$ cat config.mk
export PLATFORM = sky130hd
export DESIGN_NAME = smr_setpoint_menu
export DESIGN_NICKNAME = d
export VERILOG_FILES = /design/src/hdl/smr_pkg.sv /design/src/hdl/smr_setpoint_menu.sv
export SDC_FILE = /design/constraint.sdc
export NUM_CORES = 1
export LEC_CHECK = 0
export BUFFER_PORTS_ARGS = -buffer_cell sky130_fd_sc_hd__buf_2
export CORE_ASPECT_RATIO = 2
export CORE_UTILIZATION = 40
export DETAILED_ROUTE_END_ITERATION = 8
export GPL_TIMING_DRIVEN = 0
export SYNTH_ARGS = -nofsm -noshare
export SYNTH_HDL_FRONTEND = slang
export SYNTH_SLANG_ARGS = --single-unit
$ cat constraint.sdc
create_clock -name core_clk -period 9.1 [get_ports core_clk]
set_input_delay 1.82 -clock core_clk [delete_from_list [all_inputs] [get_ports core_clk]]
set_output_delay 1.82 -clock core_clk [all_outputs]
set_load 0.02 [all_outputs]
$ cat src/hdl/smr_pkg.sv
// package for the setpoint relay alarm and menu block
package smr_pkg;
	localparam int unsigned CLK_HZ = 40_000_000;
	localparam int unsigned TICK_S = 1;
	localparam int unsigned SEC_CYCLES = CLK_HZ * TICK_S;
	localparam int unsigned TIMEOUT_S = 15;
	localparam logic [3:0] TIMEOUT_LAST = 4'(TIMEOUT_S - 1);
	localparam logic signed [14:0] THR_MIN = -15'sd1999;
	localparam logic signed [14:0] THR_MAX = 15'sd9999;
	localparam logic signed [14:0] DLY_MIN = 15'sd0;
	localparam logic signed [14:0] DLY_MAX = 15'sd9999;
	localparam logic signed [14:0] DB_MIN = 15'sd0;
	localparam logic signed [14:0] DB_MAX = 15'sd9999;
	localparam logic [14:0] THR_RST = 15'h0000;
	localparam logic [14:0] DLY_RST = 15'h0000;
	localparam logic [14:0] DB_RST = 15'h0000;
	localparam logic [2:0] POL_RST = 3'h7;
	localparam logic [4:0] OFS_READING = 5'h00;
	localparam logic [4:0] OFS_STATUS = 5'h04;
	localparam logic [4:0] OFS_THR1 = 5'h08;
	localparam logic [4:0] OFS_THR2 = 5'h0c;
	localparam logic [4:0] OFS_THR3 = 5'h10;
	localparam logic [4:0] OFS_SETUP = 5'h14;

	typedef enum logic [3:0] {
		M_OPER, M_THR1, M_MK1, M_BK1, M_DB1, M_THR2, M_MK2, M_BK2, M_DB2, M_THR3, M_DB3, M_POL
	} smr_menu_type;

	typedef struct packed {
		logic prog;
		logic up;
		logic down;
	} smr_btn_type;

	typedef struct packed {
		logic [4:0] address;
		logic read;
		logic write;
		logic [31:0] writedata;
	} smr_avs_req_type;

	typedef struct packed {
		logic [31:0] readdata;
		logic waitrequest;
	} smr_avs_rsp_type;

	typedef struct packed {
		logic show_label;
		smr_menu_type item;
		logic [14:0] value;
	} smr_disp_type;

	typedef struct packed {
		logic [1:0][6:0] pin_sync;
		smr_btn_type btn_prev;
		logic [25:0] sec_cnt;
		logic sec_tick;
		logic blink;
		logic [3:0] idle;
		smr_menu_type menu;
		logic [14:0] edit;
		logic [2:0][14:0] thr;
		logic [1:0][14:0] mk;
		logic [1:0][14:0] bk;
		logic [2:0][14:0] db;
		logic [2:0] pol;
		logic [2:0] alarm;
		logic [2:0][13:0] cnt;
		logic [14:0] reading;
		logic ack;
		logic [31:0] rdata;
		smr_disp_type disp;
	} smr_state_type;
endpackage

$ cat src/hdl/smr_setpoint_menu.sv
// setpoint relay alarms with three-button setting menu and avalon register slave
`timescale 1ns/1ps

// Overview of operation
// - program plus up from live display enters menu at first threshold
// - up and down raise or lower the value being edited
// - program after first threshold moves to its make delay item
// - make delay accepted in whole seconds from 0 to 9999
// - relay energizes only after alarm held for whole make delay; loss restarts
// - program after make delay moves to break delay item
// - program after break delay moves to deadband item of same threshold
// - second threshold has same four items in same order
// - program after second deadband shows third threshold
// - third threshold has no delays; confirm goes to its deadband
// - program after third deadband moves to relay polarity item
// - high polarity energizes above threshold, low energizes below
// - polarity item shows one letter per threshold, first to third
// - with the third relay missing the polarity item cycles the four combinations
// - program on polarity item leaves menu for live reading
// - items of relays not fitted are left out of the menu
// - thresholds without relay still indicate alarm but drive no output
// - lockout jumper blocks entry to programming
// - fifteen seconds without a button press abandons the menu
// - on timeout the unconfirmed edit is dropped, confirmed values kept
module smr_setpoint_menu #(
	parameter int unsigned SEC_CYCLES = smr_pkg::SEC_CYCLES
) (
	input wire logic core_clk,
	input wire logic rstn,
	input wire smr_pkg::smr_btn_type btn_pin,
	input wire logic lockout_pin,
	input wire logic [2:0] relay_fitted_pin,
	input wire smr_pkg::smr_avs_req_type avs_req,
	output smr_pkg::smr_avs_rsp_type avs_rsp,
	output logic [2:0] relay_out,
	output logic [2:0] alarm_led,
	output logic [2:0] alarm_ind,
	output smr_pkg::smr_disp_type disp
);
	import smr_pkg::*;

	if (SEC_CYCLES < 2 || SEC_CYCLES > 2 ** 26) begin : g_bad_sec
		$error("SEC_CYCLES out of range for the second divider");
	end

	smr_state_type s_q;
	smr_state_type s_d;
	smr_btn_type btn;
	smr_btn_type press;
	logic lock;
	logic [2:0] fit;
	logic timeout;
	logic entry;
	logic [2:0] trip;
	logic [2:0] clear;
	logic [2:0][14:0] mk_lim;
	logic [2:0][14:0] bk_lim;

	function automatic logic item_shown(smr_menu_type m, logic [2:0] f);
		case (m)
			M_THR1, M_MK1, M_BK1, M_DB1: item_shown = f[0];
			M_THR2, M_MK2, M_BK2, M_DB2: item_shown = f[1];
			M_THR3, M_DB3: item_shown = f[2];
			default: item_shown = 1'b1;
		endcase
	endfunction

	// walks the fixed item order, skipping items of missing relays
	function automatic smr_menu_type menu_after(smr_menu_type m, logic [2:0] f);
		smr_menu_type n;
		n = m;
		for (int k = 0; k < 12; k++) begin
			n = (n == M_POL) ? M_OPER : smr_menu_type'(4'(n + 4'h1));
			if (item_shown(n, f)) begin
				break;
			end
		end
		return n;
	endfunction

	function automatic logic [14:0] stored_val(smr_menu_type m, smr_state_type s);
		case (m)
			M_THR1: stored_val = s.thr[0];
			M_MK1: stored_val = s.mk[0];
			M_BK1: stored_val = s.bk[0];
			M_DB1: stored_val = s.db[0];
			M_THR2: stored_val = s.thr[1];
			M_MK2: stored_val = s.mk[1];
			M_BK2: stored_val = s.bk[1];
			M_DB2: stored_val = s.db[1];
			M_THR3: stored_val = s.thr[2];
			M_DB3: stored_val = s.db[2];
			M_POL: stored_val = {12'h000, s.pol};
			default: stored_val = s.reading;
		endcase
	endfunction

	function automatic logic signed [14:0] lim_lo(smr_menu_type m);
		case (m)
			M_THR1, M_THR2, M_THR3: lim_lo = THR_MIN;
			M_MK1, M_BK1, M_MK2, M_BK2: lim_lo = DLY_MIN;
			default: lim_lo = DB_MIN;
		endcase
	endfunction

	function automatic logic signed [14:0] lim_hi(smr_menu_type m);
		case (m)
			M_THR1, M_THR2, M_THR3: lim_hi = THR_MAX;
			M_MK1, M_BK1, M_MK2, M_BK2: lim_hi = DLY_MAX;
			default: lim_hi = DB_MAX;
		endcase
	endfunction

	// pins are read only after the second stage
	assign btn = s_q.pin_sync[1][6:4];
	assign lock = s_q.pin_sync[1][3];
	assign press = btn & ~s_q.btn_prev;
	assign timeout = s_q.sec_tick && s_q.idle == TIMEOUT_LAST && s_q.menu != M_OPER;
	assign entry = s_q.menu == M_OPER && btn.prog && btn.up && (press.prog || press.up) && !lock;
	assign mk_lim = {DLY_RST, s_q.mk[1], s_q.mk[0]};
	assign bk_lim = {DLY_RST, s_q.bk[1], s_q.bk[0]};

	always_comb begin
		logic signed [16:0] r;
		logic signed [16:0] t;
		logic signed [16:0] d;
		r = 17'($signed(s_q.reading));
		t = 17'sd0;
		d = 17'sd0;
		for (int i = 0; i < 3; i++) begin
			t = 17'($signed(s_q.thr[i]));
			d = 17'($signed(s_q.db[i]));
			trip[i] = s_q.pol[i] ? (r > t) : (r < t);
			clear[i] = s_q.pol[i] ? (r < t - d) : (r > t + d);
		end
	end

	assign fit = s_q.pin_sync[1][2:0];

	always_comb begin
		logic signed [14:0] e;
		s_d = s_q;
		e = $signed(s_q.edit);
		s_d.pin_sync[0] = {btn_pin, lockout_pin, relay_fitted_pin};
		s_d.pin_sync[1] = s_q.pin_sync[0];
		s_d.btn_prev = btn;
		s_d.sec_tick = 1'b0;
		if (s_q.sec_cnt == 26'(SEC_CYCLES - 1)) begin
			s_d.sec_cnt = 26'h0;
			s_d.sec_tick = 1'b1;
			s_d.blink = ~s_q.blink;
		end else begin
			s_d.sec_cnt = s_q.sec_cnt + 26'h1;
		end
		if (press != 3'b000 || s_q.menu == M_OPER) begin
			s_d.idle = 4'h0;
		end else if (s_q.sec_tick) begin
			s_d.idle = s_q.idle + 4'h1;
		end
		case (s_q.menu)
			M_OPER: begin
				if (entry) begin
					s_d.menu = menu_after(M_OPER, fit);
					s_d.edit = stored_val(s_d.menu, s_q);
					s_d.blink = 1'b1;
				end
			end
			default: begin
				if (timeout) begin
					s_d.menu = M_OPER;
				end else if (press.prog) begin
					case (s_q.menu)
						M_THR1: s_d.thr[0] = s_q.edit;
						M_MK1: s_d.mk[0] = s_q.edit;
						M_BK1: s_d.bk[0] = s_q.edit;
						M_DB1: s_d.db[0] = s_q.edit;
						M_THR2: s_d.thr[1] = s_q.edit;
						M_MK2: s_d.mk[1] = s_q.edit;
						M_BK2: s_d.bk[1] = s_q.edit;
						M_DB2: s_d.db[1] = s_q.edit;
						M_THR3: s_d.thr[2] = s_q.edit;
						M_DB3: s_d.db[2] = s_q.edit;
						default: s_d.pol = s_q.edit[2:0];
					endcase
					s_d.menu = menu_after(s_q.menu, fit);
					s_d.edit = stored_val(s_d.menu, s_q);
					s_d.blink = 1'b1;
				end else if (s_q.menu == M_POL && (press.up || press.down)) begin
					// missing third relay keeps its letter and cycles the two left ones
					if (fit[2]) begin
						s_d.edit[2:0] = press.up ? s_q.edit[2:0] + 3'h1 : s_q.edit[2:0] - 3'h1;
					end else begin
						s_d.edit[1:0] = press.up ? s_q.edit[1:0] + 2'h1 : s_q.edit[1:0] - 2'h1;
					end
				end else if (press.up && e < lim_hi(s_q.menu)) begin
					s_d.edit = s_q.edit + 15'h0001;
				end else if (press.down && e > lim_lo(s_q.menu)) begin
					s_d.edit = s_q.edit - 15'h0001;
				end
			end
		endcase
		// delay counters count whole seconds while the condition holds
		for (int i = 0; i < 3; i++) begin
			if (!s_q.alarm[i]) begin
				if (!trip[i]) begin
					s_d.cnt[i] = 14'h0;
				end else if ({1'b0, s_q.cnt[i]} >= mk_lim[i]) begin
					s_d.alarm[i] = 1'b1;
					s_d.cnt[i] = 14'h0;
				end else if (s_q.sec_tick) begin
					s_d.cnt[i] = s_q.cnt[i] + 14'h1;
				end
			end else begin
				if (!clear[i]) begin
					s_d.cnt[i] = 14'h0;
				end else if ({1'b0, s_q.cnt[i]} >= bk_lim[i]) begin
					s_d.alarm[i] = 1'b0;
					s_d.cnt[i] = 14'h0;
				end else if (s_q.sec_tick) begin
					s_d.cnt[i] = s_q.cnt[i] + 14'h1;
				end
			end
		end
		// one wait state: read data is captured on the edge that drops waitrequest
		s_d.ack = (avs_req.read || avs_req.write) && !s_q.ack;
		if (avs_req.read && !s_q.ack) begin
			if (avs_req.address == OFS_READING) begin
				s_d.rdata = {{17{s_q.reading[14]}}, s_q.reading};
			end else if (avs_req.address == OFS_STATUS) begin
				s_d.rdata = {17'h0, s_q.menu, lock, fit, s_q.alarm, s_q.alarm & fit, 1'b0};
			end else if (avs_req.address == OFS_THR1) begin
				s_d.rdata = {{17{s_q.thr[0][14]}}, s_q.thr[0]};
			end else if (avs_req.address == OFS_THR2) begin
				s_d.rdata = {{17{s_q.thr[1][14]}}, s_q.thr[1]};
			end else if (avs_req.address == OFS_THR3) begin
				s_d.rdata = {{17{s_q.thr[2][14]}}, s_q.thr[2]};
			end else if (avs_req.address == OFS_SETUP) begin
				s_d.rdata = {29'h0, s_q.pol};
			end else begin
				s_d.rdata = 32'h0;
			end
		end
		if (avs_req.write && s_q.ack && avs_req.address == OFS_READING) begin
			s_d.reading = avs_req.writedata[14:0];
		end
		s_d.disp.show_label = s_d.blink;
		s_d.disp.item = s_d.menu;
		s_d.disp.value = (s_d.menu == M_OPER) ? s_d.reading : s_d.edit;
	end

	always_ff @(posedge core_clk) begin
		if (!rstn) begin
			s_q <= '0;
			s_q.menu <= M_OPER;
			s_q.thr <= {3{THR_RST}};
			s_q.mk <= {2{DLY_RST}};
			s_q.bk <= {2{DLY_RST}};
			s_q.db <= {3{DB_RST}};
			s_q.pol <= POL_RST;
			s_q.disp.item <= M_OPER;
		end else begin
			s_q <= s_d;
		end
	end

	assign avs_rsp.readdata = s_q.rdata;
	assign avs_rsp.waitrequest = (avs_req.read || avs_req.write) && !s_q.ack;
	assign relay_out = s_q.alarm & fit;
	assign alarm_led = s_q.alarm & fit;
	assign alarm_ind = s_q.alarm;
	assign disp = s_q.disp;
endmodule

==> metrics.csv <==
stage,metric,value,unit
power_and_ir_drop,p_clk_share,35.3,%
die,ios,110,
sta,slew_headroom,-43.79,%
worst_setup_path,startpoint_type,flop,
placement,placed_area,27970,um^2
power_and_ir_drop,power_switching,1458,uW
synthesis,synthesis.instances,3550,
routing,wl_per_cell,30.19,um
grt,grt_pass1_vias,27441,
worst_setup_path,r2r-start,disp[15],
clocking,cts_buffer_depth,3,
clocking,cts_tree,done,
worst_setup_path,path_depth,26,
sta,setup_viol,5,
synthesis,syn_area,26390,um^2
placement,gp_congestion,1.078,
synthesis,async_flop_share,0,%
grt,track_usage,41.82,%
clocking,clockRootBuffer,clkbuf_16,
clocking,clk_latency,650,ps
cells_and_area,areaGrowthSynthToFinish,14.15,%
run_status,violations,"max-capacitance violations, max-slew violations, negative setup slack",
power_and_ir_drop,power_per_cell_area,129.4,nW/um^2
worst_setup_path,cp-endpoint,disp[0],
worst_setup_path,rrSetupSlack,-130,ps
min_path,hold_path.class,reg2reg,
worst_setup_path,slowest_delay,850,ps
power_and_ir_drop,pwr-share-comb,30.4,%
worst_setup_path,cp.arrival,9720,ps
routing,wirelength,139.6,mm
sta,maxSlewViolCount,8,
clocking,cts_sinks,299,
routing,vias,28464,
synthesis,synth_top_area_cell,dfxtp_1,
sta,finalCritPeriodShare,101.4,%
synthesis,synth_top_area_share,22.68,%
worst_setup_path,crit_start,disp[15],
clocking,cts_made_buffers,30,
sta,worstMarginPinSlew,2140,ps
sta,hold_viol_final,0,
sta,fin_ws,-125.3,ps
run_status,status,finished with violations,
sta,max_freq,108.4,MHz
routing,dr.pass1.iters,8,
die,initial_utilization,40.65,%
synthesis,synth_edf_count,0,
synthesis,synth_common_cells,"nand2_1, a21oi_1, ha_1",
worst_setup_path,crit_required,9600,ps
worst_setup_path,critPathMaxFanout,10,
power_and_ir_drop,intPower,2441,uW
worst_setup_path,crit_family,compound AO/OA/AOI/OAI gates,
synthesis,syn_area_per_cell,7.433,um^2
sta,finClkSkew,24.99,ps
grt,grt_antenna_before_repair,15,
worst_setup_path,path_common_cell,buf_4,
synthesis,synth_ff_type,dfxtp_1,
grt,grt_pass1_wl,196.7,mm
routing,remaining_drc_errors,0,
routing,postRouteAntennaNets,0,
synthesis,syn_nets,3911,
job,max_cap_viol_count,1,
die,die_area,67060,um^2
cells_and_area,stdcell_area,30120,um^2
placement,hpwlAfterDp,105.4,mm
synthesis,synth_warnings,0,
synthesis,ys_types,114,
sta,min_period,9225,ps
power_and_ir_drop,ir_drop,0.0001376,V
worst_setup_path,worstSetupEndpointType,flop,
routing,drt_iter0_markers,2169,
grt,grt.overflow.total,0,
synthesis,yosysMostFrequentCell,nand2_1,
power_and_ir_drop,switching_share,37.40,%
cells_and_area,drive_above_1_share,11.85,%
worst_setup_path,path_buf_inv,8,
placement,numPortBuffers,91,
cells_and_area,nets,4075,
routing,viasPerCell,6.154,
clocking,cts.reportedPaths.clkPinSlew,80,ps
power_and_ir_drop,p_leak,0.01157,uW
die,core,64910,um^2
die,row_count,132,
sta,fin_tns_setup,-406.1,ps
power_and_ir_drop,p_seq_share,34.3,%
synthesis,synth-seq-area-share,22.68,%
worst_setup_path,slowest_stage,a2111oi_4,
clocking,htreeDepth,1,
synthesis,synth_seq_cells,299,
die,die_height,365.2,um
worst_setup_path,path_class,reg2reg,
worst_setup_path,r2r_cells,26,
power_and_ir_drop,fin_total_pwr,3898,uW
worst_setup_path,r2r-end,disp[0],
sta,holdWs,434.2,ps
synthesis,synth_area_leaders,"dfxtp_1, ha_1, nand2_1",
die,die_w,183.6,um
grt,grt_max_degree,19,
clocking,cts_hold_buffers,0,
-- cell families after synthesis --
family                     Yosys count  synth area share (%)
muxes                               67                 2.660
AOI/OAI and AO/OA                  967                 23.85
buffers and inverters              494                 8.236
DFF                                299                 22.68
and+or+nand+nor                   1268                 22.81
xor gates and xnor gates           142                 4.713
adders and majority gates          313                 15.04
-- what timing repair did --
| item | 4_1_cts | 5_1_grt |
|---|---|---|
| resized for setup | 66 | 70 |
| pin swaps | 10 | 17 |
| buffers inserted | 16 | 22 |
| setup endpoints to repair | 30 | 30 |
-- worst min path at each step --
stage / start / to / slack, ps / cells after the start
2_1_floorplan: s_d[331] / btn[0] / 410 / 1
3_3_place_gp: s_d[330] / lock / 410 / 1
3_5_place_dp: s_d[331] / btn[0] / 420 / 1
4_1_cts: s_d[333] / btn[2] / 440 / 1
5_1_grt: s_d[332] / btn[1] / 450 / 1
6_report: s_d[333] / btn[2] / 430 / 1
-- layout by cell type, fill, tap and decap left out, types with 58 or more instances in the layout --
cell	n
buf_2	110
o21ai_0	169
dfxtp_1	296
inv_1	226
a21oi_1	357
nor2b_1	58
nand2b_1	58
buf_4	102
xnor2_1	96
nand3_1	84
nor2_1	278
nand2_1	487
clkbuf_1	161
ha_1	306
-- metrics by stage --
step / utilization [%] / setup WS [ps] / std cells
2_1_floorplan: - / 1769 / 3550
3_3_place_gp: 43.04 / -2331 / 4512
3_5_place_dp: 43.09 / -2030 / 4515
4_1_cts: 45.45 / 4.539 / 4587
5_1_grt: 46.36 / -168.2 / 4612
6_report: 46.41 / -125.3 / 4625
-- layer usage --
layer	track usage [%]	wire length [um]	vias to the layer above
met1	38.63	45110	13522
met5	0.8889	25	-
met3	13.62	11020	722
met2	68.85	65050	1414
li1	-	-	12802
met4	46.26	18410	4
-- power groups by stage --
stage | Combinational, uW | Clock [uW] | Sequential (uW)
floorplan | 617 | 0 | 1360
global placement | 986 | 0 | 1360
detailed placement | 985 | 0 | 1370
CTS | 1090 | 1380 | 1340
global route | 1210 | 1440 | 1340
finish | 1180 | 1380 | 1340
-- area by class of cell --
type,count,area (um^2)
Timing Repair Buffer,135,818.3
Antenna cell,16,40.04
Sequential cell,299,5992
Fill cell,6795,34780
Tap cell,871,1090
Inverter,229,863.3
Multi-Input combinational cell,2757,18950
Clock buffer,36,803.3
Clock inverter,20,235.2
Buffer,262,1331
-- registers in the layout, summed over array words and instances (netlist names) --
name and count:
s_d 7, disp 20, avs_rsp 16, alarm_ind 3
btn 3, s_q 186, bk_lim 30, lock 1
fit 3, mk_lim 30
-- worst reg2reg max path, cell delays in order (launching register included) --
cell	delay [ps]
dfxtp_4	430
buf_6	180
clkinvlp_4	240
ha_1	300
buf_2	200
inv_1	130
clkdlybuf4s15_1	800
nand2_1	620
o21ai_0	680
or3_1	330
buf_4	220
nand4_1	100
buf_4	190
and3_1	180
xnor2_2	210
o311a_4	450
a211oi_4	310
o311ai_4	170
and3_4	310
or4_4	580
o211ai_4	120
buf_12	160
mux4_2	550
a22o_1	290
a2111oi_4	850
o221a_4	350
o31ai_2	110
Note: power is estimated with default switching activity, not from simulation.
